File: src/include/ltx_pkg.sv
// Purpose: constants for the loop, thread and increment execution block
// Assumes: one clock, opcodes fetched by the surrounding core
// Notes:   cycle counts are core clock cycles per instruction
package ltx_pkg;
    localparam logic [3:0] NIB_CNT_BR   = 4'hA;
    localparam logic [3:0] NIB_INC_R    = 4'hE;
    localparam logic [7:0] OP_IRQ_ON    = 8'h9F;
    localparam logic [7:0] OP_IRQ_OFF   = 8'h8F;
    localparam logic [7:0] OP_ENTER     = 8'h1F;
    localparam logic [7:0] OP_EXIT      = 8'h2F;
    localparam logic [7:0] OP_HALT      = 8'h6F;
    localparam logic [7:0] OP_INC       = 8'h20;
    localparam logic [7:0] OP_INC_IR    = 8'h21;
    localparam logic [7:0] OP_ADD1_W    = 8'hA0;
    localparam logic [4:0] CYC_CNT_BR   = 5'h08;
    localparam logic [4:0] CYC_SHORT    = 5'h04;
    localparam logic [4:0] CYC_THREAD   = 5'h0E;
    localparam logic [4:0] CYC_ADD1_W   = 5'h08;
    localparam logic [15:0] RST_PC      = 16'h0000;
    localparam logic [15:0] RST_TP      = 16'h0000;
    localparam logic [15:0] RST_STK     = 16'h0000;
    localparam logic [7:0]  RST_MODE    = 8'h00;
    localparam logic [15:0] STACK_STEP  = 16'h0002;
    localparam logic [15:0] WORD_STEP   = 16'h0002;
    localparam logic [15:0] CNT_BR_LEN  = 16'h0002;
    localparam int FLAG_Z = 6;
    localparam int FLAG_S = 5;
    localparam int FLAG_V = 4;
    typedef enum logic [2:0] {
        ST_IDLE   = 3'b000,
        ST_WAIT   = 3'b001,
        ST_DONE   = 3'b010,
        ST_HALTED = 3'b011
    } ltx_state_t;
endpackage : ltx_pkg

File: src/design/ltx_exec.sv
// Purpose: executes count-down branch, irq on/off, thread call/return,
//          core-clock halt and byte/word add-one
// Assumes: operand data (register, pair, memory word, stack word) is on the
//          inputs when start is pulsed; flags register owned by the core
// Notes:   results are registered at the taking edge and held until the next instruction; done pulses for one cycle
`timescale 1ns/1ps
`default_nettype none
module ltx_exec (
    input  wire logic        ref_clk,
    input  wire logic        rstn,
    input  wire logic        start,
    input  wire logic [7:0]  opcode,
    input  wire logic [7:0]  disp,
    input  wire logic [7:0]  opnd_hi,
    input  wire logic [7:0]  opnd_lo,
    input  wire logic [15:0] mem_word,
    input  wire logic [15:0] stack_word,
    input  wire logic [15:0] pc_in,
    input  wire logic [7:0]  flags_in,
    input  wire logic        irq_req,
    input  wire logic        irq_pending,
    output logic             done,
    output logic [15:0]      pc_out,
    output logic [7:0]       res_hi,
    output logic [7:0]       res_lo,
    output logic             res_wr,
    output logic             res_word,
    output logic [3:0]       work_reg,
    output logic [7:0]       flags_out,
    output logic [15:0]      thread_ptr,
    output logic [15:0]      stack_ptr,
    output logic [15:0]      push_word,
    output logic             push_wr,
    output logic [7:0]       sys_mode,
    output logic             irq_service,
    output logic             cpu_clk_en,
    output logic             busy
);
    typedef struct packed {
        ltx_pkg::ltx_state_t st;
        logic [4:0]  cnt;
        logic        done;
        logic [15:0] pc;
        logic [7:0]  rh;
        logic [7:0]  rl;
        logic        rwr;
        logic        rword;
        logic [3:0]  wreg;
        logic [7:0]  flg;
        logic [15:0] tp;
        logic [15:0] stk;
        logic [15:0] push;
        logic        pwr;
        logic [7:0]  mode;
        logic        svc;
        logic        clken;
        logic        bsy;
        logic        irq_s1;
        logic        irq_s2;
    } ltx_regs_t;

    ltx_regs_t r_ff;
    ltx_regs_t nxt_r;

    function automatic logic [7:0] upd_flags(input logic [7:0] f, input logic z,
                                             input logic s, input logic v);
        logic [7:0] o;
        o = f;
        o[ltx_pkg::FLAG_Z] = z;
        o[ltx_pkg::FLAG_S] = s;
        o[ltx_pkg::FLAG_V] = v;
        return o;
    endfunction : upd_flags

    logic [7:0]  dec_r;
    logic [7:0]  inc_b;
    logic [15:0] inc_w;
    logic [15:0] disp_ext;
    logic [15:0] next_pc;

    always_comb begin
        dec_r    = opnd_lo - 8'h01;
        inc_b    = opnd_lo + 8'h01;
        inc_w    = {opnd_hi, opnd_lo} + 16'h0001;
        disp_ext = {{8{disp[7]}}, disp};
        next_pc  = pc_in + ltx_pkg::CNT_BR_LEN;
    end

    always_comb begin
        nxt_r        = r_ff;
        nxt_r.done   = 1'b0;
        nxt_r.rwr    = 1'b0;
        nxt_r.pwr    = 1'b0;
        nxt_r.irq_s1 = irq_req;
        nxt_r.irq_s2 = r_ff.irq_s1;
        // serviced only while enabled; pending bits kept outside
        nxt_r.svc    = r_ff.mode[0] & irq_pending;
        case (r_ff.st)
            ltx_pkg::ST_IDLE: begin
                if (start) begin
                    nxt_r.st    = ltx_pkg::ST_WAIT;
                    nxt_r.flg   = flags_in;
                    nxt_r.pc    = pc_in;
                    nxt_r.rword = 1'b0;
                    nxt_r.wreg  = opcode[7:4];
                    nxt_r.cnt   = ltx_pkg::CYC_SHORT - 5'h02;
                    if (opcode[3:0] == ltx_pkg::NIB_CNT_BR) begin
                        nxt_r.cnt = ltx_pkg::CYC_CNT_BR - 5'h02;
                        nxt_r.rl  = dec_r;
                        nxt_r.rwr = 1'b1;
                        nxt_r.pc  = (dec_r != 8'h00) ? next_pc + disp_ext : next_pc;
                    end else if (opcode[3:0] == ltx_pkg::NIB_INC_R ||
                                 opcode == ltx_pkg::OP_INC ||
                                 opcode == ltx_pkg::OP_INC_IR) begin
                        nxt_r.rl  = inc_b;
                        nxt_r.rwr = 1'b1;
                        nxt_r.flg = upd_flags(flags_in, inc_b == 8'h00, inc_b[7],
                                              inc_b == 8'h80);
                    end else if (opcode == ltx_pkg::OP_ADD1_W) begin
                        nxt_r.cnt   = ltx_pkg::CYC_ADD1_W - 5'h02;
                        nxt_r.rh    = inc_w[15:8];
                        nxt_r.rl    = inc_w[7:0];
                        nxt_r.rwr   = 1'b1;
                        nxt_r.rword = 1'b1;
                        nxt_r.flg   = upd_flags(flags_in, inc_w == 16'h0000, inc_w[15],
                                                inc_w == 16'h8000);
                    end else if (opcode == ltx_pkg::OP_IRQ_ON) begin
                        nxt_r.mode[0] = 1'b1;
                    end else if (opcode == ltx_pkg::OP_IRQ_OFF) begin
                        nxt_r.mode[0] = 1'b0;
                    end else if (opcode == ltx_pkg::OP_ENTER) begin
                        nxt_r.cnt  = ltx_pkg::CYC_THREAD - 5'h02;
                        nxt_r.stk  = r_ff.stk - ltx_pkg::STACK_STEP;
                        nxt_r.push = r_ff.tp;
                        nxt_r.pwr  = 1'b1;
                        nxt_r.pc   = mem_word;
                        nxt_r.tp   = pc_in + ltx_pkg::WORD_STEP;
                    end else if (opcode == ltx_pkg::OP_EXIT) begin
                        nxt_r.cnt = ltx_pkg::CYC_THREAD - 5'h02;
                        nxt_r.stk = r_ff.stk + ltx_pkg::STACK_STEP;
                        nxt_r.pc  = mem_word;
                        nxt_r.tp  = stack_word + ltx_pkg::WORD_STEP;
                    end else if (opcode == ltx_pkg::OP_HALT) begin
                        nxt_r.st    = ltx_pkg::ST_HALTED;
                        nxt_r.clken = 1'b0;
                    end
                end
            end
            ltx_pkg::ST_WAIT: begin
                if (r_ff.cnt == 5'h00) begin
                    nxt_r.st = ltx_pkg::ST_DONE;
                end else begin
                    nxt_r.cnt = r_ff.cnt - 5'h01;
                end
            end
            ltx_pkg::ST_DONE: begin
                nxt_r.done = 1'b1;
                nxt_r.st   = ltx_pkg::ST_IDLE;
            end
            ltx_pkg::ST_HALTED: begin
                if (r_ff.irq_s2) begin
                    nxt_r.clken = 1'b1;
                    nxt_r.st    = ltx_pkg::ST_DONE;
                end
            end
            default: nxt_r.st = ltx_pkg::ST_IDLE;
        endcase
        // busy kept as a flop so the output needs no decode
        nxt_r.bsy = (nxt_r.st != ltx_pkg::ST_IDLE);
    end

    always_ff @(posedge ref_clk) begin
        if (!rstn) begin
            r_ff       <= '0;
            r_ff.st    <= ltx_pkg::ST_IDLE;
            r_ff.pc    <= ltx_pkg::RST_PC;
            r_ff.tp    <= ltx_pkg::RST_TP;
            r_ff.stk   <= ltx_pkg::RST_STK;
            r_ff.mode  <= ltx_pkg::RST_MODE;
            r_ff.clken <= 1'b1;
        end else begin
            r_ff <= nxt_r;
        end
    end

    always_comb begin
        done        = r_ff.done;
        pc_out      = r_ff.pc;
        res_hi      = r_ff.rh;
        res_lo      = r_ff.rl;
        res_wr      = r_ff.rwr;
        res_word    = r_ff.rword;
        work_reg    = r_ff.wreg;
        flags_out   = r_ff.flg;
        thread_ptr  = r_ff.tp;
        stack_ptr   = r_ff.stk;
        push_word   = r_ff.push;
        push_wr     = r_ff.pwr;
        sys_mode    = r_ff.mode;
        irq_service = r_ff.svc;
        cpu_clk_en  = r_ff.clken;
        busy        = r_ff.bsy;
    end
endmodule : ltx_exec
`default_nettype wire

File: config.mk
export PLATFORM = sky130hd
export DESIGN_NAME = ltx_exec
export DESIGN_NICKNAME = d
export VERILOG_FILES = /design/src/include/ltx_pkg.sv /design/src/design/ltx_exec.sv
export SDC_FILE = /design/constraint.sdc
export NUM_CORES = 1
export LEC_CHECK = 0
export BUFFER_PORTS_ARGS = -buffer_cell sky130_fd_sc_hd__clkbuf_2
export CORE_ASPECT_RATIO = 1.2
export CORE_MARGIN = 2
export CORE_UTILIZATION = 50
export DETAILED_ROUTE_END_ITERATION = 7
export GPL_ROUTABILITY_DRIVEN = 0
export PLACE_DENSITY = 0.83
export REMOVE_ABC_BUFFERS = 1
export SLEW_MARGIN = 25
export SYNTH_ARGS = -nofsm -noshare
export SYNTH_HDL_FRONTEND = slang
export SYNTH_SLANG_ARGS = --single-unit
File: constraint.sdc
create_clock -name ref_clk -period 3.37 [get_ports ref_clk]
set_input_delay 0.1685 -clock ref_clk [delete_from_list [all_inputs] [get_ports ref_clk]]
set_output_delay 0.1685 -clock ref_clk [all_outputs]
set_load 0.05 [all_outputs]
Word-level counts from Yosys, hierarchy flattened
Cells that the tools add are included.
Widths: inputs -> output; s select.
Storage, ports and cells
  register bits after elaboration: 110
  latch bits: 0
  bits in writable memories: 0
  bits in read-only memories: 0
  bits of input ports: 93
  output and inout bits: 107
  logic and storage cells: 142
  memories kept: 0
Cells by class
  $add $sub $neg: 9
  multiply operators: 0
  div/mod/pow operators: 0
  $lt $le $gt $ge: 0
  equal/unequal tests: 26
  shift operators: 0
  mux-type cells: 55
  bitwise gates (word level): 9
  reductions and logical operators: 23
Operators by type and width (count)
  $mux 49: 4
  $mux 16: 7
  $mux 32: 2
  $mux 56: 1
  $add 16x2->16 const B: 3
  $eq 8x8->1 const B: 4
  $mux 8: 4
  $eq 8x6->1 const B: 3
  $mux 24: 1
  $ne 2x2->1 const B: 11
  $mux 18: 1
  $mux 3: 6
  $mux 9: 2
  $mux 17: 1
  $add 16x1->16 const B: 1
  $add 16x16->16: 1
  $eq 16x16->1 const B: 1
  $logic_not 16->1: 1
  $reduce_and 8->1: 2
  $sub 16x2->16 const B: 1
  $mux 1: 15
  $mux 5: 3
  $mux 7: 2
  $reduce_and 11->1: 1
  other kinds (27): 44

Logic depth before layout (Yosys ltp)
  depth in word-level cells: 12
  depth in mapped cells: 13
  depth with buffers taken out: 11

Worst setup path before layout
Ideal clock, no wire load.
  path kind: input to register
  start: input opcode[7]
  end: register r_ff (netlist bit stack_ptr[10])
  library setup time: 0.062 ns
  arrival time: 3.452 ns
  data required time: 3.308 ns
  setup slack: -0.144 ns
  stages: 13
  path buffers: 3
  cell sequence: buf_6 -> nand2b_1 -> or4_1 -> buf_2 -> inv_1 -> clkbuf_1 -> ha_1 -> o21ai_0 -> or3_1 -> o221ai_1 -> a21oi_1 -> or4b_2 -> nand3_1
Between the ends
  longest elaborated chain between the ends: 5
  elaborated cells between the ends (all ways): 16
  those cells by class: eq/ne (7); mux (1); bitwise (4); reduce/logical (4)
RTL lines
  start, declared: line ltx_exec.sv:12  | input wire logic [7:0] opcode,
  $eq 8x6->1: line ltx_exec.sv:113  | opcode == ltx_pkg::OP_INC ||
  $logic_or 1x1->1: line ltx_exec.sv:112  | end else if (opcode[3:0] == ltx_pkg::NIB_INC_R ||
  $logic_or 1x1->1: line ltx_exec.sv:113
  $not 1->1 (no source line)
  $reduce_and 8->1 (no source line)
  end signal, assigned: line ltx_exec.sv:182  | r_ff <= nxt_r;
  end, declared: line ltx_exec.sv:62  | ltx_regs_t r_ff;
Several ways; a longest one is shown, not always the timed one.
A chain may end at the register's enable or synchronous reset.

Final worst setup path
  start: input pc_in[1]
  end: register r_ff (netlist bit pc_out[11])
Between the ends
  longest elaborated chain between the ends: 4
RTL lines
  start, declared: line ltx_exec.sv:18  | input wire logic [15:0] pc_in,
  $add 16x2->16 *: line ltx_exec.sv:86  | next_pc = pc_in + ltx_pkg::CNT_BR_LEN;
  $add 16x16->16: line ltx_exec.sv:111  | nxt_r.pc = (dec_r != 8'h00) ? next_pc + disp_ext : next_pc;
  $mux 16 *: line ltx_exec.sv:111
  $mux 16 *: line ltx_exec.sv:107  | if (opcode[3:0] == ltx_pkg::NIB_CNT_BR) begin
Mark *: on every way between the ends. The rest lies on a longest branch, timed or not.

==> metrics.yaml <==
status:
  status: "finished clean"
critical_path:
  cp_common_cell: "a21oi_1"
  critPathArrivalTime_ps: 3240
  cp_slowest_stage_delay_ps: 400
  start_kind: "input port"
  crit_path_top_delay_cell: "a21oi_1"
  cp_cell_sequence: "clkbuf_2 -> ha_1 -> and2_0 -> xor2_1 -> ha_1 -> and3_1 -> a221o_1 -> a21oi_1 -> a21oi_1 -> or3b_1 -> a21oi_1"
  crit_fanout: 7
  crit_path_end_kind: "flop"
  setup.worst_path.class: "in2reg"
  worst_ep_required_time_ps: 3660
  ff2ff_path_depth: 7
placed_design:
  io_buffer_count: 191
  place_inst: 1333
  dp_slack_ps: 123
  place_hpwl_mm: 17.2
timing:
  clock.fmax_mhz: 340
  period_minus_slack_ps: 2940
  finalSetupViolations: 0
  rsz0062_at_grt: "false"
  slew_headroom: 0.501
  setup_slack_ps: 428
  finalCritPeriodShare: 0.873
  tightest_slew_ps: 749
  hold_slack_ps: 30.1
  hold_viol: 0
  finalMaxSlewViolations: 0
  tns_ps: 0
  skew_ps: 8.43
routing:
  via_per_inst: 5.81
  drt_iter0_drc: 644
  drt_wl_total_mm: 22.5
  routedWlPerCell_um: 16.7
  dr.pass1.iters: 6
  drc: 0
  vias: 7842
  ant_nets: 0
power:
  vdd_ir_drop_max_mv: 0.194
  switching_power_mw: 0.946
  combPwrFrac: 0.210
  p_int_mw: 2.07
  seqPwrFrac: 0.442
  p_sw_frac: 0.314
  power_frac_clock: 0.348
  p_leak_nw: 3.90
  power_density_mw_per_mm2: 341
synthesis:
  seq_area_frac_synth: 0.270
  yosys-top-cells-area: "dfxtp_1, buf_4, nand2_1"
  synth.distinct_cells: 76
  syn_inst: 1058
  syn_area_per_cell_um2: 7.63
  ys_warn_count: 0
  async_reset_ff_frac: 0
  synth-main-ff-cell: "dfxtp_1"
  yosysMostFrequentCell: "nand2_1"
  synth_edf_count: 0
  synth_seq_cells: 109
  synth_top_area_share: 0.270
  synth_largest_area_cell: "dfxtp_1"
  synth_area_mm2: 0.00808
  synth_common_cells: "nand2_1, dfxtp_1, buf_4, o21ai_0, nand3_1"
final_layout:
  final-seq-area_mm2: 0.00218
  diodes: 0
  fin_cells: 1349
  area_growth_pct: 9.31
  fin_nets: 1265
  nFillCells: 1444
  drive_gt1_frac: 0.214
  multiInputGateArea_mm2: 0.00490
floorplan:
  num_rows: 50
  die_x_um: 120
  initial_core_util: 0.514
  fp.coreArea_mm2: 0.0157
  ioPinCount: 200
  die_h_um: 143
  die-area_mm2: 0.0172
clocking:
  cts_resized: 0
  numClockSinks: 109
  cts_buffers: 9
  path_clk_slew_ps: 70
  root_buffer: "clkbuf_16"
  cts.path.max_buffers: 2
  tritoncts: "done"
  cts_setup_buffers: 0
  ctsHoldBuffers: 0
  clock_latency_ps: 360
  htree_num_levels: 3
min_path:
  hold_path_depth: 2
  hold_class: "in2reg"
global_route:
  grt_pass1_vias: 7262
  track_usage: 0.258
  grt_antenna_before_repair: 0
  grt_pass1_wl_mm: 35.7
  gr-total-overflow: 0
  grt_max_degree: 78
job:
  drv_cap: 0
## layout make-up
cell class              count  area share
inverters                  19     0.00808
clock buffers              11      0.0275
multi-input cells         783       0.555
clock inverters             5     0.00482
well taps                 208      0.0295
repair buffers            214       0.128
flip-flops and latches    109       0.247
## worst max-delay path, delay by kind of cell
| kind | cells | cell delay (ps) |
|---|---|---|
| compound gates | 4 | 1010 |
| buf+inv | 1 | 170 |
| simple gates | 3 | 940 |
| fa+ha+maj | 2 | 620 |
| xor+xnor | 1 | 330 |
## cell families (layout without fill, tap and decap cells)
family / count (synthesis) / in the layout / synth area share
AO/OA/AOI/OAI: 277 / 277 / 0.231
XOR/XNOR: 42 / 42 / 0.0455
AND/OR/NAND/NOR: 407 / 407 / 0.250
adder cells (fa/ha/maj): 36 / 36 / 0.0576
other: 1 / 9 / 0.000464
buffers and inverters: 174 / 249 / 0.130
flip-flops: 109 / 109 / 0.270
multiplexers: 12 / 12 / 0.0152
## path summary, 6_finish.rpt
check                                     startpoint                         end  slack (ps)
worst max-delay path                        pc_in[1]     pc_out[11]$_SDFFE_PN0P_         430
worst min-delay path                         irq_req         nxt_r[0]$_SDFF_PN0_          30
worst max register to register  r_ff[115]$_SDFF_PN0_  stack_ptr[15]$_SDFFE_PN0P_         920
worst min register to register   nxt_r[0]$_SDFF_PN0_          r_ff[0]$_SDFF_PN0_         450
## metrics by stage
step,instance area [µm²],utilization,power [mW]
after floorplan,7130,-,1.75
after global placement,8540,0.544,1.97
after detailed placement,8540,0.544,1.98
after CTS,8830,0.562,3.02
after global routing,8830,0.562,3.13
final,8830,0.562,3.01
## power groups by stage
stage | Sequential [mW] | Combinational (mW) | Clock (mW)
floorplan | 1.44 | 0.307 | 0
global placement | 1.36 | 0.610 | 0
detailed placement | 1.36 | 0.618 | 0
CTS | 1.33 | 0.622 | 1.06
global route | 1.33 | 0.683 | 1.12
finish | 1.33 | 0.632 | 1.05
## placed cells by master, fill, tap and decap left out, types with 10 or more instances in the layout
master	count
clkbuf_2	190
nand2_1	152
dfxtp_1	109
o21ai_0	65
nand3_1	56
nor2_1	54
a21oi_1	50
a21boi_0	38
ha_1	34
xnor2_1	26
buf_4	24
nand4_1	20
inv_1	19
nor3_1	17
xor2_1	16
and2_1	16
and3_1	15
nand2b_1	14
a211oi_1	14
o211ai_1	13
a31oi_1	12
a21o_1	12
o211a_1	11
nor2b_1	10
mux2i_1	10
## layer usage
layer | vias to the layer above | part of all wire | global-route usage
li1 | 3851 | - | -
met2 | 338 | 0.47 | 0.436
met5 | - | 0 | 0
met4 | 0 | 0.032 | 0.111
met3 | 49 | 0.077 | 0.0491
met1 | 3604 | 0.42 | 0.319
Power figures use the tool's default switching activity.
